**src/ppoc_defs.vh**
```
// Summary of operation
// (RULE1) an active override enable replaces the register-derived pin control
// (RULE2) oscillator input pin serves every clock source except calibrated oscillator
// (RULE3) with calibrated oscillator selected, port C bit 5 is plain I/O
// (RULE4) port C bit 5 is pin-change source 17, input on with group enable
// (RULE5) external clock: pull-up, direction, value overrides on bit 5, all zero
// (RULE6) crystal: pull-up, direction, value, input overrides on bits 5 and 4
// (RULE7) bit 4 input value is crystal AND source 16 AND group 2 enable
// (RULE8) reset-disable is fuse inverted; it or debug overrides bit 3, pull-up 1
// (RULE9) debug active only with fuse programmed and all lock bits unprogrammed
// (RULE10) bit 3 output forced 0; direction is debug AND transmit
// (RULE11) bit 3 input value is debug OR reset-disable AND source 15 AND group
// (RULE12) clock output: bit 2 overrides on, direction 1, value system clock
// (RULE13) system clock drives bit 2 during reset too
// (RULE14) bit 2 input on with interrupt 0, or source 14 with group 2
// (RULE15) two-wire mode: bit 1 direction is (hold OR data) AND direction bit
// (RULE16) control register bits 7 to 3 read zero
// (RULE17) control bit 2 enables break-before-make for port C
// (RULE18) control bit 1 enables break-before-make for port B
// (RULE19) control bit 0 enables break-before-make for port A
// (RULE20) break-before-make inserts one tri-state cycle when a pin becomes output
// (RULE21) port A pull-up register: eight read-write bits, reset 0
// (RULE22) port A data register: eight read-write bits, reset 0
`ifndef PPOC_DEFS_VH
`define PPOC_DEFS_VH
`define PPOC_ADDR_W        6
`define PPOC_OFS_PORT_A_OUTPUT_DATA_DAT 6'h11
`define PPOC_OFS_PORT_A_OUTPUT_DATA_PUE 6'h12
`define PPOC_OFS_SWCTL     6'h13
`define PPOC_OFS_DIR_A     6'h14
`define PPOC_OFS_DIR_B     6'h15
`define PPOC_OFS_DIR_C     6'h16
`define PPOC_OFS_PORTC_DAT 6'h17
`define PPOC_OFS_PORTC_PUE 6'h18
`define PPOC_OFS_STATUS    6'h19
`define PPOC_RST_BYTE      8'h00
`define PPOC_BBM_A_BIT     0
`define PPOC_BBM_B_BIT     1
`define PPOC_BBM_C_BIT     2
`define PPOC_SWCTL_MASK    8'h07
`define PPOC_BBM_CYCLES    1
`endif

```
**src/ppoc_bbm.v**
```verilog
`timescale 1ns/1ps
`default_nettype none
`include "ppoc_defs.vh"
module ppoc_bbm #(
  parameter WIDTH = 8
) (
  // clock and reset
  input  wire             ref_clk,
  input  wire             rst_n,
  // control
  input  wire             bbm_en,
  input  wire [WIDTH-1:0] dir_req,
  // effective direction
  output wire [WIDTH-1:0] dir_out
);
  reg [WIDTH-1:0] prev_ff;
  // previous direction, to spot input-to-output turns
  always @(posedge ref_clk or negedge rst_n) begin
    if (!rst_n) begin
      prev_ff <= {WIDTH{1'b0}};
    end else begin
      prev_ff <= dir_req;
    end
  end
  // (RULE20) hold tri-state one cycle
  // a fresh output bit waits a cycle so the opposite driver lets go first
  assign dir_out = bbm_en ? (dir_req & prev_ff) : dir_req;
endmodule
`default_nettype wire

```
**src/ppoc_top.v**
```verilog
`timescale 1ns/1ps
`default_nettype none
`include "ppoc_defs.vh"
module ppoc_top #(
  parameter LOCK_W = 2
) (
  // clock and reset
  input  wire                    ref_clk,
  input  wire                    rst_n,
  // register port
  input  wire [`PPOC_ADDR_W-1:0] reg_addr,
  input  wire [7:0]              reg_wdata,
  input  wire                    reg_wr,
  input  wire                    reg_rd,
  output reg  [7:0]              reg_rdata,
  // clock selection and fuses
  input  wire                    external_clock_selected,
  input  wire                    crystal_selected,
  input  wire                    reset_fuse,
  input  wire                    debug_fuse,
  input  wire [LOCK_W-1:0]       lock_bits,
  input  wire                    clock_out_fuse,
  input  wire                    power_down,
  // peripheral sources
  input  wire                    debug_transmit,
  input  wire                    external_interrupt_zero,
  input  wire [17:14]            pin_change_src,
  input  wire                    pin_change_group2_enable,
  input  wire                    two_wire_mode,
  input  wire                    serial_clock_hold,
  // port B direction from outside
  input  wire [3:0]              port_b_dir_req,
  // port A pins
  output wire [7:0]              port_a_out,
  output wire [7:0]              port_a_oe,
  output wire [7:0]              port_a_pullup,
  // port B effective direction
  output wire [3:0]              port_b_oe,
  // port C pins
  output wire [5:0]              port_c_out,
  output wire [5:0]              port_c_oe,
  output wire [5:0]              port_c_pullup,
  output wire [5:0]              port_c_in_en,
  // derived status
  output wire                    reset_pin_disable,
  output wire                    single_wire_debug_on,
  output wire                    clock_output_active
);
  reg  [7:0] port_a_output_data_ff;
  reg  [7:0] port_a_pullup_enable_ff;
  reg  [2:0] port_switching_control_ff;
  reg  [7:0] dir_a_ff;
  reg  [3:0] dir_b_ff;
  reg  [5:0] dir_c_ff;
  reg  [5:0] port_c_data_ff;
  reg  [5:0] port_c_pue_ff;
  reg  [7:0] nxt_rdata;
  wire [7:0] dir_a_eff;
  wire [5:0] dir_c_eff;
  wire       port_c_bbm_enable;
  wire       port_b_bbm_enable;
  wire       port_a_bbm_enable;
  // override vectors, bit n is port C pin n
  reg  [5:0] pullup_override_enable;
  reg  [5:0] pullup_override_value;
  reg  [5:0] direction_override_enable;
  reg  [5:0] direction_override_value;
  reg  [5:0] output_value_override_enable;
  reg  [5:0] output_value_override_value;
  reg  [5:0] input_enable_override_enable;
  reg  [5:0] input_enable_override_value;
  wire       src14_on;
  wire       src15_on;
  wire       src16_on;
  wire       src17_on;
  wire       clock_pin_busy;

  // one pin's value: override wins when enabled
  function ovr;
    input en;
    input val;
    input base;
    begin
      ovr = en ? val : base;
    end
  endfunction

  // (RULE17) port C switching bit
  assign port_c_bbm_enable = port_switching_control_ff[`PPOC_BBM_C_BIT];
  // (RULE18) port B switching bit
  assign port_b_bbm_enable = port_switching_control_ff[`PPOC_BBM_B_BIT];
  // (RULE19) port A switching bit
  assign port_a_bbm_enable = port_switching_control_ff[`PPOC_BBM_A_BIT];

  // register writes
  always @(posedge ref_clk or negedge rst_n) begin
    if (!rst_n) begin
      port_a_output_data_ff     <= `PPOC_RST_BYTE;
      port_a_pullup_enable_ff   <= `PPOC_RST_BYTE;
      port_switching_control_ff <= 3'h0;
      dir_a_ff                  <= `PPOC_RST_BYTE;
      dir_b_ff                  <= 4'h0;
      dir_c_ff                  <= 6'h00;
      port_c_data_ff            <= 6'h00;
      port_c_pue_ff             <= 6'h00;
    end else if (reg_wr) begin
      case (reg_addr)
        // (RULE22) port A data
        `PPOC_OFS_PORT_A_OUTPUT_DATA_DAT: port_a_output_data_ff <= reg_wdata;
        // (RULE21) port A pull-ups
        `PPOC_OFS_PORT_A_OUTPUT_DATA_PUE: port_a_pullup_enable_ff <= reg_wdata;
        `PPOC_OFS_SWCTL:     port_switching_control_ff <= reg_wdata[2:0];
        `PPOC_OFS_DIR_A:     dir_a_ff <= reg_wdata;
        `PPOC_OFS_DIR_B:     dir_b_ff <= reg_wdata[3:0];
        `PPOC_OFS_DIR_C:     dir_c_ff <= reg_wdata[5:0];
        `PPOC_OFS_PORTC_DAT: port_c_data_ff <= reg_wdata[5:0];
        `PPOC_OFS_PORTC_PUE: port_c_pue_ff <= reg_wdata[5:0];
        default: ;
      endcase
    end
  end

  // read mux, unmapped reads zero
  always @* begin
    case (reg_addr)
      `PPOC_OFS_PORT_A_OUTPUT_DATA_DAT: nxt_rdata = port_a_output_data_ff;
      `PPOC_OFS_PORT_A_OUTPUT_DATA_PUE: nxt_rdata = port_a_pullup_enable_ff;
      // (RULE16) upper control bits zero
      `PPOC_OFS_SWCTL:     nxt_rdata = {5'h00, port_switching_control_ff} & `PPOC_SWCTL_MASK;
      `PPOC_OFS_DIR_A:     nxt_rdata = dir_a_ff;
      `PPOC_OFS_DIR_B:     nxt_rdata = {4'h0, dir_b_ff};
      `PPOC_OFS_DIR_C:     nxt_rdata = {2'h0, dir_c_ff};
      `PPOC_OFS_PORTC_DAT: nxt_rdata = {2'h0, port_c_data_ff};
      `PPOC_OFS_PORTC_PUE: nxt_rdata = {2'h0, port_c_pue_ff};
      `PPOC_OFS_STATUS:    nxt_rdata = {4'h0, clock_pin_busy, clock_output_active,
                                        single_wire_debug_on, reset_pin_disable};
      default:             nxt_rdata = 8'h00;
    endcase
  end

  // read data valid only the cycle after the strobe
  always @(posedge ref_clk or negedge rst_n) begin
    if (!rst_n) begin
      reg_rdata <= 8'h00;
    end else if (reg_rd) begin
      reg_rdata <= nxt_rdata;
    end else begin
      reg_rdata <= 8'h00;
    end
  end

  // break-before-make per port
  ppoc_bbm #(.WIDTH(8)) u_bbm_a (
    .ref_clk (ref_clk),
    .rst_n   (rst_n),
    .bbm_en  (port_a_bbm_enable),
    .dir_req (dir_a_ff),
    .dir_out (dir_a_eff)
  );
  ppoc_bbm #(.WIDTH(4)) u_bbm_b (
    .ref_clk (ref_clk),
    .rst_n   (rst_n),
    .bbm_en  (port_b_bbm_enable),
    .dir_req (port_b_dir_req | dir_b_ff),
    .dir_out (port_b_oe)
  );
  ppoc_bbm #(.WIDTH(6)) u_bbm_c (
    .ref_clk (ref_clk),
    .rst_n   (rst_n),
    .bbm_en  (port_c_bbm_enable),
    .dir_req (dir_c_ff),
    .dir_out (dir_c_eff)
  );

  // port A has no overrides here
  assign port_a_out    = port_a_output_data_ff;
  assign port_a_oe     = dir_a_eff;
  assign port_a_pullup = port_a_pullup_enable_ff & ~dir_a_eff;

  // (RULE8) fuse programmed reads 0
  assign reset_pin_disable = ~reset_fuse;
  // (RULE9) debug needs fuse and unlocked part
  assign single_wire_debug_on = ~debug_fuse & (&lock_bits);
  // (RULE13) clock out also during reset
  assign clock_output_active = ~clock_out_fuse | ~rst_n;
  // (RULE2) clock pin busy unless calibrated osc
  assign clock_pin_busy = external_clock_selected | crystal_selected;

  // (RULE4) pin-change gating per source
  assign src14_on = pin_change_src[14] & pin_change_group2_enable;
  assign src15_on = pin_change_src[15] & pin_change_group2_enable;
  assign src16_on = pin_change_src[16] & pin_change_group2_enable;
  assign src17_on = pin_change_src[17] & pin_change_group2_enable;

  // override table for port C
  always @* begin
    pullup_override_enable       = 6'h00;
    pullup_override_value        = 6'h00;
    direction_override_enable    = 6'h00;
    direction_override_value     = 6'h00;
    output_value_override_enable = 6'h00;
    output_value_override_value  = 6'h00;
    input_enable_override_enable = 6'h00;
    input_enable_override_value  = 6'h00;
    // (RULE5) bit 5 clock pin, values 0
    // (RULE3) calibrated osc leaves these off
    pullup_override_enable[5]       = clock_pin_busy;
    direction_override_enable[5]    = clock_pin_busy;
    output_value_override_enable[5] = clock_pin_busy;
    // (RULE6) crystal takes bit 5 input too
    input_enable_override_enable[5] = clock_pin_busy | src17_on;
    // (RULE4) source 17 input enable
    input_enable_override_value[5]  = (external_clock_selected & power_down) |
                                      (external_clock_selected & src17_on) |
                                      (~clock_pin_busy & src17_on);
    // (RULE6) crystal owns bit 4
    pullup_override_enable[4]       = crystal_selected;
    direction_override_enable[4]    = crystal_selected;
    output_value_override_enable[4] = crystal_selected;
    input_enable_override_enable[4] = crystal_selected | src16_on;
    // (RULE7) bit 4 input value
    input_enable_override_value[4]  = crystal_selected & src16_on;
    // (RULE8) reset or debug takes bit 3
    pullup_override_enable[3]       = reset_pin_disable | single_wire_debug_on;
    pullup_override_value[3]        = 1'b1;
    direction_override_enable[3]    = reset_pin_disable | single_wire_debug_on;
    output_value_override_enable[3] = reset_pin_disable | single_wire_debug_on;
    // (RULE10) open-drain debug line
    direction_override_value[3]     = single_wire_debug_on & debug_transmit;
    output_value_override_value[3]  = 1'b0;
    input_enable_override_enable[3] = reset_pin_disable | single_wire_debug_on | src15_on;
    // (RULE11) bit 3 input value
    input_enable_override_value[3]  = single_wire_debug_on | (reset_pin_disable & src15_on);
    // (RULE12) clock output on bit 2
    pullup_override_enable[2]       = clock_output_active;
    direction_override_enable[2]    = clock_output_active;
    direction_override_value[2]     = 1'b1;
    output_value_override_enable[2] = clock_output_active;
    output_value_override_value[2]  = clock_output_active & ref_clk;
    // (RULE14) bit 2 input enable
    input_enable_override_enable[2] = external_interrupt_zero | src14_on;
    input_enable_override_value[2]  = external_interrupt_zero | src14_on;
    // (RULE15) open-drain serial clock
    pullup_override_enable[1]       = two_wire_mode;
    direction_override_enable[1]    = two_wire_mode;
    direction_override_value[1]     = (serial_clock_hold | port_c_data_ff[1]) & dir_c_ff[1];
    output_value_override_enable[1] = two_wire_mode & dir_c_ff[1];
  end

  // (RULE1) overrides replace register values
  genvar gi;
  generate
    for (gi = 0; gi < 6; gi = gi + 1) begin : g_pc
      wire dir_n;
      assign dir_n = ovr(direction_override_enable[gi], direction_override_value[gi],
                         dir_c_eff[gi]);
      assign port_c_oe[gi] = dir_n;
      assign port_c_out[gi] = ovr(output_value_override_enable[gi],
                                  output_value_override_value[gi], port_c_data_ff[gi]);
      assign port_c_pullup[gi] = ovr(pullup_override_enable[gi], pullup_override_value[gi],
                                     port_c_pue_ff[gi] & ~dir_n);
      assign port_c_in_en[gi] = ovr(input_enable_override_enable[gi],
                                    input_enable_override_value[gi], 1'b1);
    end
  endgenerate
endmodule
`default_nettype wire

```
**config.mk**
```make
export PLATFORM = sky130hd
export DESIGN_NAME = ppoc_top
export DESIGN_NICKNAME = d
export VERILOG_FILES = /design/src/ppoc_bbm.v /design/src/ppoc_top.v
export VERILOG_INCLUDE_DIRS = /design/src /design/src/src
export SDC_FILE = /design/constraint.sdc
export NUM_CORES = 1
export LEC_CHECK = 0
export ABC_CLOCK_PERIOD_IN_PS = 2100
export BUFFER_PORTS_ARGS = -buffer_cell sky130_fd_sc_hd__buf_2
export CAP_MARGIN = 20
export CORE_UTILIZATION = 55
export CTS_BUF_LIST = sky130_fd_sc_hd__clkbuf_4
export CTS_CLUSTER_DIAMETER = 120
export DETAILED_ROUTE_END_ITERATION = 7
export MAX_ROUTING_LAYER = met4
export PLACE_DENSITY = 0.84
export SLEW_MARGIN = 20
export SYNTH_ARGS = -nofsm -noshare
export SYNTH_HDL_FRONTEND = slang
export SYNTH_SLANG_ARGS = --single-unit
```
**constraint.sdc**
```tcl
create_clock -name ref_clk -period 2.1 [get_ports ref_clk]
set_clock_uncertainty 0.1 [all_clocks]
set_input_delay 0.315 -clock ref_clk [delete_from_list [all_inputs] [get_ports ref_clk]]
set_output_delay 0.315 -clock ref_clk [all_outputs]
set_load 0.01 [all_outputs]
```
==> run metrics <==
via count=approximately 2900; register area share after synthesis=between 50 and 60%; CP endpoint kind=output port; commonest non-fill, non-tap cell in the layout=buf_2; Final setup viols=0; syn avg cell area=11.94 µm²; Nets=between 400 and 500; Critical path destination=port_c_pullup[1]; asr flop ratio synth=between 90% and 100%; Total GRT Usage=between 20 and 30%; Final period util=between 90% and 100%; post-synthesis register bit count=between 70 and 80; YS warnings=0; worst hold path class=input port to flip-flop; Placer Congestion=0.8653; Die X=between 80 and 90 µm; area of placed instances=roughly 4200 µm²; Max FO, Critical Path=4; Cell Area, Synth=around 3500 µm²; crit path kind=flip-flop to output port; Rows=28; Worst Path Required=1680 ps; max-cap violations=0; # IOs=102; worst r2r dst=reg_rdata[1]; Worst Path Arrival=1670 ps; global-route wire length before repair=~14000 µm; share of post-route cells with drive strength above 1=~47%; Post-synth EDFFs=0; worst r2r path cells=3; status=finished clean; DRT antenna net count=0; Reg-to-Reg Start=dir_c_ff[1]; Power Density=approximately 740 nW/µm²; ANT cells=0; Iteration-0 DRC Markers=roughly 210; Period minus WS final=around 2100 ps; initial antenna violation count=0; Slowest-stage cell, CP=dfrtp_1; Final Cell Area=roughly 4500 µm²; critical path startpoint category=flip-flop; drt total wl=about 9100 µm; Distinct cells, synth=46; largest net degree at the start of global routing=76; vias in the first global route=2728; CTS tree=done; unrepaired setup endpoints after global routing=yes; crit-path cells=inv_4 > o311a_1 > nor3b_2 > buf_2; crit path launch=port_switching_control_ff[2]; Peak supply drop=662.5 µV; final-report hold violation count=0; CP peak stage delay=420 ps; final max-slew violation count=0; Detail Placement HPWL=roughly 6400 µm; Initial Util=between 50 and 60%; die area=between 6000 and 7000 µm²; port bufs=between 90 and 100; core box area=around 6100 µm²; Vias per Instance=about 5.7; global route total overflow=0; Leak=approximately 2.3 nW; Clock Latency Late Sink=530 ps; most frequent cells in the layout=buf_2, dfrtp_1, mux2_2; DRT Pass-1 Iters=4; Slew headroom=between 30 and 40%; Worst Tran Pin Value=~900 ps; number of fillers in the final layout=406; fmax=about 480 MHz; register clock-pin slew on the reported worst setup and hold paths=approximately 110 ps; DRC viols=0; Post-synth top flop=dfrtp_1; cell count after synthesis=297; area delta synth->final=26.78%; die height=82.30 µm; final hold slack=between 15 and 20 ps; DR WL/cell=17.94 µm; flop2flop setup slack=660 ps
how the worst min path moves through the flow:
stage / end / depth (start not counted) / start / slack (ps)
2_1_floorplan: dir_a_ff[0] / 0 / rst_n / -80
3_3_place_gp: u_bbm_a.prev_ff[1] / 0 / dir_a_ff[1] / 300
3_5_place_dp: u_bbm_a.prev_ff[1] / 0 / dir_a_ff[1] / 300
4_1_cts: dir_a_ff[3] / 2 / reg_wdata[3] / 0.6
5_1_grt: dir_c_ff[3] / 2 / reg_wdata[3] / 2
6_report: port_switching_control_ff[2] / 3 / reg_wdata[2] / 20
area by class of cell:
cell class | count | area (µm²) | share of cell area, %
clock inverter | 7 | 58.81 | 1.308
clock buffer | 13 | 95.09 | 2.115
multi-input combinational | 188 | 1508 | 33.54
timing repair buffer | 133 | 795.8 | 17.70
sequential | 75 | 1878 | 41.78
inverter | 17 | 66.31 | 1.475
tap | 75 | 93.84 | 2.087
flip-flops by register name, summed over array words and instances, names as in the netlist, 8 cells and up:
register                 count
port_a_pullup_enable_ff      8
u_bbm_a.prev_ff              8
reg_rdata                    8
port_a_out                   8
dir_a_ff                     8
critical path: cells and delay by family (launching register included):
kind	cells	cell delay, ps
simple gates	1	150
compound gates	1	350
buf+inv	2	210
flops	1	420
kinds of logic (layout without fill, tap and decap cells):
kind of cell,after synthesis,after routing,share of synthesized area [%]
buffers and inverters,36,170,5.010
AOI/OAI and AO/OA,55,55,10.69
and+or+nand+nor,70,70,11.57
muxes,59,59,19.44
other,1,3,0.1058
DFF,75,75,52.93
xor gates and xnor gates,1,1,0.2470
per-layer routing:
| layer | GRT usage [%] | up-vias | wire length, µm | part of all wire (%) |
|---|---|---|---|---|
| li1 | - | 1314 | - | - |
| met1 | 36.91 | 1416 | 3807 | 42 |
| met2 | 46.20 | 128 | 4516 | 50 |
| met3 | 6.703 | 20 | 617 | 6.8 |
| met4 | 14.21 | 0 | 171 | 1.9 |
| met5 | - | - | 0 | 0 |
timing repair:
action / CTS / global route
hold buffers: 9 / 0
endpoints found under the setup margin: 6 / 16
pin swaps: 1 / 2
setup buffers: 2 / 1
endpoints found under the hold margin: 97 / 0
resized for setup: 2 / 6
stage by stage:
step | instances | utilization [%] | setup slack [ps] | setup TNS (ps) | total power, mW
floorplan | 299 | - | 215.4 | 0 | 2.107
global placement | 477 | 69.65 | 34.38 | 0 | 2.367
detailed placement | 477 | 69.65 | 7.973 | 0 | 2.400
CTS | 507 | 73.89 | 0.7748 | 0 | 3.344
global route | 508 | 74.17 | -61.18 | -61.18 | 3.500
finish | 508 | 74.17 | 17.92 | 0 | 3.347
Yosys cell counts, types with 2 or more instances:
cell	count	area share, %
a211oi_1	2	0.42
a21boi_0	13	2.8
a21o_1	3	0.64
a21oi_1	10	1.4
a222oi_1	3	0.85
a22o_1	3	0.74
a31oi_1	2	0.35
and3_1	3	0.53
buf_2	7	0.99
buf_4	9	1.9
clkbuf_1	2	0.21
dfrtp_1	75	53
inv_1	17	1.8
mux2_2	49	16
mux2i_1	7	2.0
mux4_2	3	1.9
nand2_1	11	1.2
nand3_1	10	1.4
nand3b_1	2	0.42
nand4bb_1	2	0.64
nor2_1	12	1.3
nor2b_1	12	2.1
nor3_1	2	0.28
nor3b_1	2	0.42
o211ai_1	2	0.42
o21ai_0	10	1.4
or2_2	5	0.88
power by group:
group	internal (mW)	total (mW)	switching [mW]
clock network	0.431	0.972	0.541
logic	0.318	0.620	0.302
registers	1.61	1.76	0.142
(Power assumes the default switching activity.)
